`src/bbc_map.vh`:
```
/*
  Address map, region codes and transfer lengths for the CPU bus cycle bridge.
  Assumes a flat CPU address space of 20 bits; included by its bare name.
*/
`ifndef BBC_MAP_VH
`define BBC_MAP_VH

// Region codes on the memory side
`define BBC_REG_ROM 2'h0
`define BBC_REG_RAM 2'h1
`define BBC_REG_SFR 2'h2
`define BBC_REG_DFL 2'h3

// Region bounds, inclusive
`define BBC_SFR_LO 20'h0_0000
`define BBC_SFR_HI 20'h0_02FF
`define BBC_RAM_LO 20'h0_0400
`define BBC_RAM_HI 20'h0_2BFF
`define BBC_DFL_LO 20'h0_3000
`define BBC_DFL_HI 20'h0_3FFF

// Registers that sit on the 16-bit path
`define BBC_W_IRQ_LO 20'h0_0040
`define BBC_W_IRQ_HI 20'h0_007F
`define BBC_W_PWM_LO 20'h0_0100
`define BBC_W_PWM_HI 20'h0_013F
`define BBC_W_ITM_LO 20'h0_0140
`define BBC_W_ITM_HI 20'h0_014F
`define BBC_W_SSU_LO 20'h0_0150
`define BBC_W_SSU_HI 20'h0_015F
`define BBC_W_ADC_LO 20'h0_0160
`define BBC_W_ADC_HI 20'h0_017F
`define BBC_W_AMT_LO 20'h0_01C0
`define BBC_W_AMT_HI 20'h0_01CF

// CPU clock cycles per transfer
`define BBC_SLOW_CYCLES 2'h2
`define BBC_FAST_CYCLES 2'h1

// Reset values
`define BBC_RST_ADDR 20'h0_0000
`define BBC_RST_DATA 16'h0000

`endif

```
`src/bbc_bridge.v`:
```
/*
  CPU bus cycle bridge: byte-wide internal bus with a 16-bit path for a
  subset of peripheral registers, region-dependent transfer length.
  Assumes the CPU and the memories run on CLK_IN and answer within the cycle.
*/
// Operation
// ROM, RAM and register space reach the CPU over a byte-wide path.
// A word on the byte path becomes two consecutive byte transfers.
// Register and data flash transfers take two CPU clock cycles.
// ROM and RAM transfers take one CPU clock cycle.
// A byte access drives its address once and moves one byte.
// Even word access drives even address, then even plus one.
// Odd word access drives odd address, then odd plus one, no penalty.
// Listed peripheral registers sit on a 16-bit path, words not split; odd-address words are split into two byte transfers here.
// Wide path word is one transfer, timed like an even register byte.
// Wide set: interrupt, timers, serial data, converter, address match registers.
// In split words the lower address carries the low byte.
// Region decoded from address; CPU stalled for the extra slow cycle.
`timescale 1ns/1ps
`include "bbc_map.vh"

module bbc_bridge #(
  parameter ADDR_W = 20
) (
  input wire CLK_IN,
  input wire SRST_IN,
  input wire CPU_REQ_IN,
  input wire CPU_WE_IN,
  input wire CPU_WORD_IN,
  input wire [ADDR_W-1:0] CPU_ADDR_IN,
  input wire [15:0] CPU_WDATA_IN,
  output reg CPU_READY_OUT,
  output reg CPU_DONE_OUT,
  output reg [15:0] CPU_RDATA_OUT,
  output reg [ADDR_W-1:0] MEM_ADDR_OUT,
  output reg [15:0] MEM_WDATA_OUT,
  output reg MEM_RD_OUT,
  output reg MEM_WR_OUT,
  output reg MEM_WIDE_OUT,
  output reg [1:0] MEM_REGION_OUT,
  input wire [15:0] MEM_RDATA_IN
);

  localparam ST_IDLE = 1'b0;
  localparam ST_XFER = 1'b1;

  reg state;
  reg [1:0] cnt;
  reg [1:0] len;
  reg second;
  reg beat;
  reg wr;
  reg [15:0] wdata;
  reg [15:0] rdata;

  reg next_state;
  reg [1:0] next_cnt;
  reg [1:0] next_len;
  reg next_second;
  reg next_beat;
  reg next_wr;
  reg [15:0] next_wdata;
  reg [15:0] next_rdata;
  reg next_ready;
  reg next_done;
  reg [15:0] next_cpu_rdata;
  reg [ADDR_W-1:0] next_addr;
  reg [15:0] next_mem_wdata;
  reg next_rd;
  reg next_mwr;
  reg next_wide;
  reg [1:0] next_region;

  wire [1:0] dec_region;
  wire dec_slow;
  wire dec_wide;
  wire [1:0] step_region;
  wire step_slow;
  wire [ADDR_W-1:0] addr_plus1;

  assign addr_plus1 = MEM_ADDR_OUT + {{(ADDR_W-1){1'b0}}, 1'b1};

  // Decode of the incoming request
  bbc_region_dec #(
    .ADDR_W(ADDR_W)
  ) u_dec_req (
    .addr_in(CPU_ADDR_IN),
    .region_out(dec_region),
    .slow_out(dec_slow),
    .wide_out(dec_wide)
  );

  // Second byte may cross into another region, so it is decoded afresh
  bbc_region_dec #(
    .ADDR_W(ADDR_W)
  ) u_dec_step (
    .addr_in(addr_plus1),
    .region_out(step_region),
    .slow_out(step_slow),
    .wide_out()
  );

  always @* begin
    next_state = state;
    next_cnt = cnt;
    next_len = len;
    next_second = second;
    next_beat = beat;
    next_wr = wr;
    next_wdata = wdata;
    next_rdata = rdata;
    next_ready = CPU_READY_OUT;
    next_done = 1'b0;
    next_cpu_rdata = CPU_RDATA_OUT;
    next_addr = MEM_ADDR_OUT;
    next_mem_wdata = MEM_WDATA_OUT;
    next_rd = MEM_RD_OUT;
    next_mwr = MEM_WR_OUT;
    next_wide = MEM_WIDE_OUT;
    next_region = MEM_REGION_OUT;
    case (state)
      ST_IDLE: begin
        if (CPU_REQ_IN && CPU_READY_OUT) begin
          next_state = ST_XFER;
          next_ready = 1'b0;
          next_wr = CPU_WE_IN;
          next_wdata = CPU_WDATA_IN;
          next_rdata = `BBC_RST_DATA;
          next_addr = CPU_ADDR_IN;
          next_region = dec_region;
          next_wide = CPU_WORD_IN & dec_wide;
          next_second = CPU_WORD_IN & ~dec_wide;
          next_beat = 1'b0;
          next_len = dec_slow ? `BBC_SLOW_CYCLES : `BBC_FAST_CYCLES;
          next_cnt = next_len - 2'h1;
          next_rd = ~CPU_WE_IN;
          next_mwr = CPU_WE_IN;
          if (CPU_WORD_IN & dec_wide) begin
            next_mem_wdata = CPU_WDATA_IN;
          end else begin
            next_mem_wdata = {8'h00, CPU_WDATA_IN[7:0]};
          end
        end
      end
      ST_XFER: begin
        if (cnt != 2'h0) begin
          // Slow region holds the strobe for its extra cycle
          next_cnt = cnt - 2'h1;
        end else begin
          if (MEM_WIDE_OUT) begin
            next_rdata = MEM_RDATA_IN;
          end else if (beat) begin
            next_rdata = {MEM_RDATA_IN[7:0], rdata[7:0]};
          end else begin
            next_rdata = {8'h00, MEM_RDATA_IN[7:0]};
          end
          if (second) begin
            // Odd start costs nothing extra: same two transfers
            next_second = 1'b0;
            next_beat = 1'b1;
            next_addr = addr_plus1;
            next_region = step_region;
            next_len = step_slow ? `BBC_SLOW_CYCLES : `BBC_FAST_CYCLES;
            next_cnt = next_len - 2'h1;
            next_mem_wdata = {8'h00, wdata[15:8]};
          end else begin
            next_state = ST_IDLE;
            next_rd = 1'b0;
            next_mwr = 1'b0;
            next_wide = 1'b0;
            next_ready = 1'b1;
            next_done = 1'b1;
            next_cpu_rdata = wr ? CPU_RDATA_OUT : next_rdata;
          end
        end
      end
      default: begin
        next_state = ST_IDLE;
        next_ready = 1'b1;
      end
    endcase
  end

  always @(posedge CLK_IN) begin
    if (SRST_IN) begin
      state <= ST_IDLE;
      cnt <= 2'h0;
      len <= `BBC_FAST_CYCLES;
      second <= 1'b0;
      beat <= 1'b0;
      wr <= 1'b0;
      wdata <= `BBC_RST_DATA;
      rdata <= `BBC_RST_DATA;
      CPU_READY_OUT <= 1'b1;
      CPU_DONE_OUT <= 1'b0;
      CPU_RDATA_OUT <= `BBC_RST_DATA;
      MEM_ADDR_OUT <= `BBC_RST_ADDR;
      MEM_WDATA_OUT <= `BBC_RST_DATA;
      MEM_RD_OUT <= 1'b0;
      MEM_WR_OUT <= 1'b0;
      MEM_WIDE_OUT <= 1'b0;
      MEM_REGION_OUT <= `BBC_REG_ROM;
    end else begin
      state <= next_state;
      cnt <= next_cnt;
      len <= next_len;
      second <= next_second;
      beat <= next_beat;
      wr <= next_wr;
      wdata <= next_wdata;
      rdata <= next_rdata;
      CPU_READY_OUT <= next_ready;
      CPU_DONE_OUT <= next_done;
      CPU_RDATA_OUT <= next_cpu_rdata;
      MEM_ADDR_OUT <= next_addr;
      MEM_WDATA_OUT <= next_mem_wdata;
      MEM_RD_OUT <= next_rd;
      MEM_WR_OUT <= next_mwr;
      MEM_WIDE_OUT <= next_wide;
      MEM_REGION_OUT <= next_region;
    end
  end

endmodule // bbc_bridge

```
`src/bbc_region_dec.v`:
```
/*
  Combinational region decoder for the CPU bus cycle bridge.
  Assumes the address is stable from the requesting logic on the same clock.
*/
`timescale 1ns/1ps
`include "bbc_map.vh"

module bbc_region_dec #(
  parameter ADDR_W = 20
) (
  input wire [ADDR_W-1:0] addr_in,
  output reg [1:0] region_out,
  output reg slow_out,
  output reg wide_out
);

  function in_range;
    input [ADDR_W-1:0] a;
    input [ADDR_W-1:0] lo;
    input [ADDR_W-1:0] hi;
    begin
      in_range = (a >= lo) && (a <= hi);
    end
  endfunction

  always @* begin
    region_out = `BBC_REG_ROM;
    wide_out = 1'b0;
    if (in_range(addr_in, `BBC_SFR_LO, `BBC_SFR_HI)) begin
      region_out = `BBC_REG_SFR;
      // Only even addresses take the wide path
      wide_out = ~addr_in[0] &
        (in_range(addr_in, `BBC_W_IRQ_LO, `BBC_W_IRQ_HI) |
         in_range(addr_in, `BBC_W_PWM_LO, `BBC_W_PWM_HI) |
         in_range(addr_in, `BBC_W_ITM_LO, `BBC_W_ITM_HI) |
         in_range(addr_in, `BBC_W_SSU_LO, `BBC_W_SSU_HI) |
         in_range(addr_in, `BBC_W_ADC_LO, `BBC_W_ADC_HI) |
         in_range(addr_in, `BBC_W_AMT_LO, `BBC_W_AMT_HI));
    end else if (in_range(addr_in, `BBC_DFL_LO, `BBC_DFL_HI)) begin
      region_out = `BBC_REG_DFL;
    end else if (in_range(addr_in, `BBC_RAM_LO, `BBC_RAM_HI)) begin
      region_out = `BBC_REG_RAM;
    end
    slow_out = (region_out == `BBC_REG_SFR) || (region_out == `BBC_REG_DFL);
  end

endmodule // bbc_region_dec

```
`config.mk`:
```
export PLATFORM = sky130hd
export DESIGN_NAME = bbc_bridge
export DESIGN_NICKNAME = d
export VERILOG_FILES = /design/src/bbc_bridge.v /design/src/bbc_region_dec.v
export VERILOG_INCLUDE_DIRS = /design/src
export SDC_FILE = /design/constraint.sdc
export NUM_CORES = 1
export LEC_CHECK = 0
export ABC_CLOCK_PERIOD_IN_PS = 2600
export BUFFER_PORTS_ARGS = -buffer_cell sky130_fd_sc_hd__buf_4
export CAP_MARGIN = 20
export CORE_MARGIN = 8
export CORE_UTILIZATION = 40
export DETAILED_ROUTE_END_ITERATION = 10
export HOLD_SLACK_MARGIN = 0.12
export PLACE_DENSITY = 0.74
export SLEW_MARGIN = 10
export SYNTH_ARGS = -nofsm -noshare
export SYNTH_HDL_FRONTEND = slang
export SYNTH_SLANG_ARGS = --single-unit
```
`constraint.sdc`:
```
create_clock -name CLK_IN -period 2.6 [get_ports CLK_IN]
set_clock_uncertainty 0.05 [all_clocks]
set_input_delay 0.26 -clock CLK_IN [delete_from_list [all_inputs] [get_ports CLK_IN]]
set_output_delay 0.26 -clock CLK_IN [all_outputs]
set_load 0.05 [all_outputs]
```
Word-level counts from Yosys, hierarchy flattened
Index checks and enable logic that the tools add are counted.
- register bits: 89
- input bits: 57
- output and inout bits: 59
- word-level logic and storage cells: 145
- add/subtract/negate cells: 4
- $lt $le $gt $ge: 24
- equal/unequal tests: 9
- multiplexer cells: 54
- bitwise logic cells: 15
- reductions and logical operators: 23
- operators by type and width (operator ; count):
    $ge A20 B9 Y1 const B ; 5
    $le A20 B9 Y1 const B ; 5
    $mux W16 ; 6
    $le A20 B14 Y1 const B ; 4
    $mux W20 ; 3
    $ge A20 B1 Y1 const B ; 2
    $ge A20 B11 Y1 const B ; 2
    $ge A20 B14 Y1 const B ; 2
    $le A20 B10 Y1 const B ; 2
    $pmux W20 S2 ; 1
    $pmux W16 S2 ; 1
    $mux W2 ; 12
    $add A20 B1 Y20 const B ; 1
    $ge A20 B7 Y1 const B ; 1
    $le A20 B7 Y1 const B ; 1
    $mux W1 ; 19
    $mux W8 ; 2
    $pmux W8 S2 ; 1
    $pmux W1 S2 ; 7
    $logic_and A1 B1 Y1 ; 13
    $eq A2 B2 Y1 const B ; 4
    $pmux W2 S2 ; 2
    $not A1 Y1 ; 7
    $ne A2 B2 Y1 const B ; 3
    11 further kinds ; 23

Depth between registers and ports, before layout
- word-level depth: 13
- mapped depth: 8
- mapped depth without buffers: 6

Hierarchy
A second synthesis with hierarchy kept.
- cells, all modules: 512
- area, all modules: 4096.4 um^2
- modules (own cells, without submodules) (module ; times used ; cells each ; area each (um^2) ; sequential area each (um^2)):
    bbc_bridge ; 1 ; 476 ; 3886.2 ; 1621.6
    bbc_region_dec ; 2 ; 18 ; 105.1 ; 0.0

Least setup slack after synthesis
OpenSTA, ideal clock, no wires.
- path kind: reg-to-reg
- from: register MEM_ADDR_OUT[1]
- to: register MEM_REGION_OUT[0]
- library setup time: 128 ps
- arrival: 2141 ps
- required time: 2422 ps
- path slack: 281 ps
- stages on the path, launching flop included: 8
- buffers on the path: 1
- period minus slack after synthesis: 2319 ps
- path through: dfxtp_1 ha_1 and2_1 clkbuf_4 nand3_1 a2111o_1 o32ai_1 o41ai_2
- longest elaborated chain between the ends: 9
- elaborated cells on any way between the ends: 16
- those cells by class: add/sub (1); order compare (6); mux (6); reduce/logical (3)
- ends and longest elaborated chain (element ; RTL line ; text):
    start, declared ; bbc_bridge.v:35 ; output reg [ADDR_W-1:0] MEM_ADDR_OUT,
    start signal, assigned ; bbc_bridge.v:197 ; MEM_ADDR_OUT <= `BBC_RST_ADDR;
    start signal, assigned ; bbc_bridge.v:215 ; MEM_ADDR_OUT <= next_addr;
    $add A20 B1 Y20 * ; bbc_bridge.v:81 ; assign addr_plus1 = MEM_ADDR_OUT + {{(ADDR_W-1){1'b0}}, 1'b1};
    $ge A20 B11 Y1 / $le A20 B14 Y1 (equally long branches) ; bbc_region_dec.v:22 ; in_range = (a >= lo) && (a <= hi);
    $logic_and A1 B1 Y1 ; bbc_region_dec.v:22 ;
    $mux W1 ; bbc_region_dec.v:41 ; end else if (in_range(addr_in, `BBC_RAM_LO, `BBC_RAM_HI)) begin
    $mux W2 ; bbc_region_dec.v:39 ; end else if (in_range(addr_in, `BBC_DFL_LO, `BBC_DFL_HI)) begin
    $mux W2 * ; bbc_region_dec.v:29 ; if (in_range(addr_in, `BBC_SFR_LO, `BBC_SFR_HI)) begin
    $mux W2 * ; bbc_bridge.v:157 ; if (second) begin
    $mux W2 * ; bbc_bridge.v:146 ; if (cnt != 2'h0) begin
    $pmux W2 S2 * ; bbc_bridge.v:121 ; case (state)
    end signal, assigned ; bbc_bridge.v:202 ; MEM_REGION_OUT <= `BBC_REG_ROM;
    end signal, assigned ; bbc_bridge.v:220 ; MEM_REGION_OUT <= next_region;
    end, declared ; bbc_bridge.v:40 ; output reg [1:0] MEM_REGION_OUT,
Every way passes the cells marked *; elsewhere a longest branch is shown, timed or not. The select of a mux whose other input is x is not followed.
A chain may end at the register's enable or synchronous reset.

Final worst setup path
- from: register MEM_ADDR_OUT[1]
- to: register MEM_ADDR_OUT[16]
- longest elaborated chain between the ends: 4
- ends and longest elaborated chain (element ; RTL line):
    $add A20 B1 Y20 ; bbc_bridge.v:81
    $mux W20 ; bbc_bridge.v:157
    $mux W20 ; bbc_bridge.v:146
    $pmux W20 S2 ; bbc_bridge.v:121
Every way passes these cells. The select of a mux whose other input is x is not followed.

==> results.md <==
| Metric | Value |
|---|---|
| ANT nets after route | 0 |
| Number of pins exceeding their max-slew limit in the final report | 0 |
| Share of synthesized registers carrying an async set or reset | 0% |
| Clk sink count | 81 |
| Number of remaining DRC errors | 0 |
| Cells after synthesis | 521 |
| Final core occ | 52.8% |
| Cell Chain, Critical Path | ha_1 > and2_1 > nand3_1 > or3_1 > mux2i_1 > a221oi_1 |
| Relative max-transition margin | 61.5% |
| Max rail drop VDD | 0.284 mV |
| Total nets after synthesis | 580 |
| Via count of the first global-routing pass | 4335 |
| Final weighted congestion in routability-driven placement | 0.895 |
| Register clock-pin slew on the reported worst setup and hold paths | 90 ps |
| Most common cell after layout, fill and taps aside | buf_4 |
| Final HPWL from detailed placement | 10.0 mm |
| Initial standard-cell utilization of the core | 40.6% |
| Final worst-path cycle share | 90.1% |
| Worst-Skew Late Latency | 360 ps |
| First-pass GRT wire length | 22.3 mm |
| Overall die area | 14500 µm² |
| Fraction of final layout cells with drive strength greater than 1 | 27.2% |
| DIE HEIGHT | 120 µm |
| CTS-repair resized insts | 0 |
| Startpoint type of the worst setup path | register |
| Hold path depth | 3 |
| Post-synthesis instance area | 4370 µm² |
| Top fanout value on the critical path | 8 |
| FMAX | 0.427 GHz |
| Pin count of the biggest net entering global routing | 52 |
| Reg area | 1620 µm² |
| Peak per-stage delay on the critical path | 450 ps |
| Clock H-tree levels | 3 |
| Clock tree buffer depth | 2 |
| Row cnt | 38 |
| Arrival time reported for the critical path endpoint | 2560 ps |
| Via density per instance | 5.74 |
| Max-cap viol count | 0 |
| Number of storage elements in the synthesis netlist | 81 |
| Synth area leaders | dfxtp_1, a211oi_1, nand2_1 |
| Combined area of the multi-input logic cells | 2460 µm² |
| Leakage power | 2.15 nW |
| Result of the run | finished, final reports clean |
| Most frequent cells in the layout | buf_4, dfxtp_1, nand2_1, nor2_1, a21oi_1 |
| RSZ-0062 raised after global routing | false |
| Distinct cell type count after synthesis | 73 |
| I/O pin count | 116 |
| Buffer type at the clock tree root | clkbuf_8 |
| Dominant synthesized flop cell | dfxtp_1 |
| IO buf count | 115 |
| Length of the first detailed-routing pass in iterations | 5 |
| Total Negative Setup Slacks | 0 ps |
| Pwr per Cell Area | 678 nW/µm² |
| Total global routing overflow | 0 |
| Overall power of the completed layout | 0.00384 W |
| Average detailed-routed wire length per instance | 17.7 µm |
| Hold_sp | MEM_RDATA_IN[1] |
| Reg2reg end | MEM_ADDR_OUT[16] |
| Worst min-delay path class | primary input to register |
| Clock tree from TritonCTS | done |
| Total Wirelength | 13.7 mm |
| Critical path required time | 2820 ps |
| Worst slew pin tran | 577 ps |
| Number of enable flip-flop cells after synthesis | 0 |
| Fillers | 1011 |
| Placeable core region | 10700 µm² |
| Worst-case hold path end point | rdata[1] |
| Antenna violations before repair | 0 |
| Worst-case reg-to-reg path depth | 6 |
| Layout overhead on the synthesized area | 29.9% |
| Total number of vias | 4448 |
| Type of destination of the critical path | register |
| Drt initial violations | 338 |
| Number of synthesis warnings | 0 |
| Biggest area consumer among synthesized cells | dfxtp_1 |
| Final worst path period need | 2340 ps |
| WS Path Type | register to register |
| Sequential element share of the synthesized area | 37.1% |
| Count of placed standard cells including taps | 746 |
| Count of placed standard cells in the final layout, fillers left out | 775 |
| Tot GR Track Use | 18.7% |
| Portion of synthesized cell area occupied by the leading cell type | 37.1% |
| Critical path's slowest cell | dfxtp_1 |
| Critical register-to-register path startpoint | MEM_ADDR_OUT[1] |
| ANT cells | 0 |
| Avg Cell Area, Syn | 8.38 µm² |
| Number of CTS-inserted buffers | 9 |
| Setup Viol. Count Final | 0 |
| Width of the die | 120 µm |
| Net count reported at finish | 689 |
| R2R setup slack | 260 ps |
| Hold violation total from the final report | 0 |
what timing repair did:
action,4_1_cts,5_1_grt
buffers inserted,0,0
endpoints found under the hold margin,15,0
hold buffers,13,0
area by class of cell:
class / count / share of cell area (%)
Timing Repair Buffer: 145 / 20.2
Clock buffer: 9 / 2.18
Clock inverter: 7 / 1.92
Inverter: 9 / 0.596
Tap cell: 140 / 3.09
Sequential cell: 81 / 28.6
Multi-Input combinational cell: 384 / 43.4
per-layer routing:
| metal | vias to the layer above | share of wire (%) | GRT usage (%) |
|---|---|---|---|
| li1 | 2169 | - | - |
| met1 | 2095 | 44 | 23.3 |
| met2 | 169 | 48 | 30.8 |
| met3 | 15 | 7.2 | 4.48 |
| met4 | 0 | 1.6 | 6.64 |
| met5 | - | 0 | 0 |
cell families (layout without fill, tap and decap cells):
group                    Yosys count  count (layout)  synth area share, %
AND/OR/NAND/NOR                  200             200                 24.3
AO/OA/AOI/OAI                    163             163                 27.1
flip-flops                        81              81                 37.1
buffers and inverters             56             170                 6.53
multiplexers                      18              18                 4.15
adder cells (fa/ha/maj)            2               2                0.573
XOR/XNOR                           1               1                0.201
power breakdown:
| group | internal (W) | total, W | switching (W) | leakage (nW) |
|---|---|---|---|---|
| sequential | 0.00137 | 0.00150 | 0.000135 | 0.663 |
| combinational | 0.000445 | 0.00125 | 0.000808 | 1.37 |
| clock | 0.000563 | 0.00109 | 0.000525 | 0.118 |
| total | 0.00237 | 0.00384 | 0.00147 | 2.15 |
cells in the mapped netlist (5+ instances only):
master	instances
nand4_1	13
nor2_1	52
nor4_1	16
and4_1	5
nand2_1	54
a22oi_1	26
dfxtp_1	81
a21oi_1	40
or3_1	7
mux2i_1	17
nand3_1	9
buf_1	5
nor3_1	6
clkbuf_1	20
buf_2	14
and2_1	6
nand2b_1	7
o21ai_0	23
inv_1	9
a211oi_1	28
per-stage QoR:
step | area, µm² | hold slack, ps | setup WS [ps]
final | 5670 | 136 | 257
after global routing | 5670 | 123 | 121
after CTS | 5670 | 124 | 267
after detailed placement | 5310 | 397 | 298
after global placement | 5310 | 391 | 360
after floorplan | 4370 | 346 | 281
worst max-delay path: cells and delay by family (launching register included):
| family | cells | cell delay [ps] |
|---|---|---|
| adders and majority gates | 1 | 340 |
| AOI/OAI and AO/OA | 1 | 230 |
| and+or+nand+nor | 3 | 1060 |
| muxes | 1 | 130 |
| DFF | 1 | 450 |
state kept, by name, indices dropped and copies added (netlist names), 2 cells and up:
| name | cells |
|---|---|
| MEM_ADDR_OUT | 20 |
| CPU_RDATA_OUT | 16 |
| MEM_WDATA_OUT | 16 |
| rdata | 8 |
| wdata | 8 |
| MEM_REGION_OUT | 2 |
| cnt | 2 |
worst max path at each step:
stage | slack, ps | cells after the start | to | start
after floorplan | 280 | 7 | MEM_REGION_OUT[0] | MEM_ADDR_OUT[1]
after global placement | 360 | 6 | MEM_ADDR_OUT[16] | MEM_ADDR_OUT[1]
after detailed placement | 300 | 6 | MEM_ADDR_OUT[16] | MEM_ADDR_OUT[1]
after CTS | 270 | 6 | MEM_ADDR_OUT[16] | MEM_ADDR_OUT[1]
after global routing | 120 | 6 | MEM_REGION_OUT[1] | MEM_ADDR_OUT[1]
final | 260 | 6 | MEM_ADDR_OUT[16] | MEM_ADDR_OUT[1]
Power figures use the tool's default switching activity.
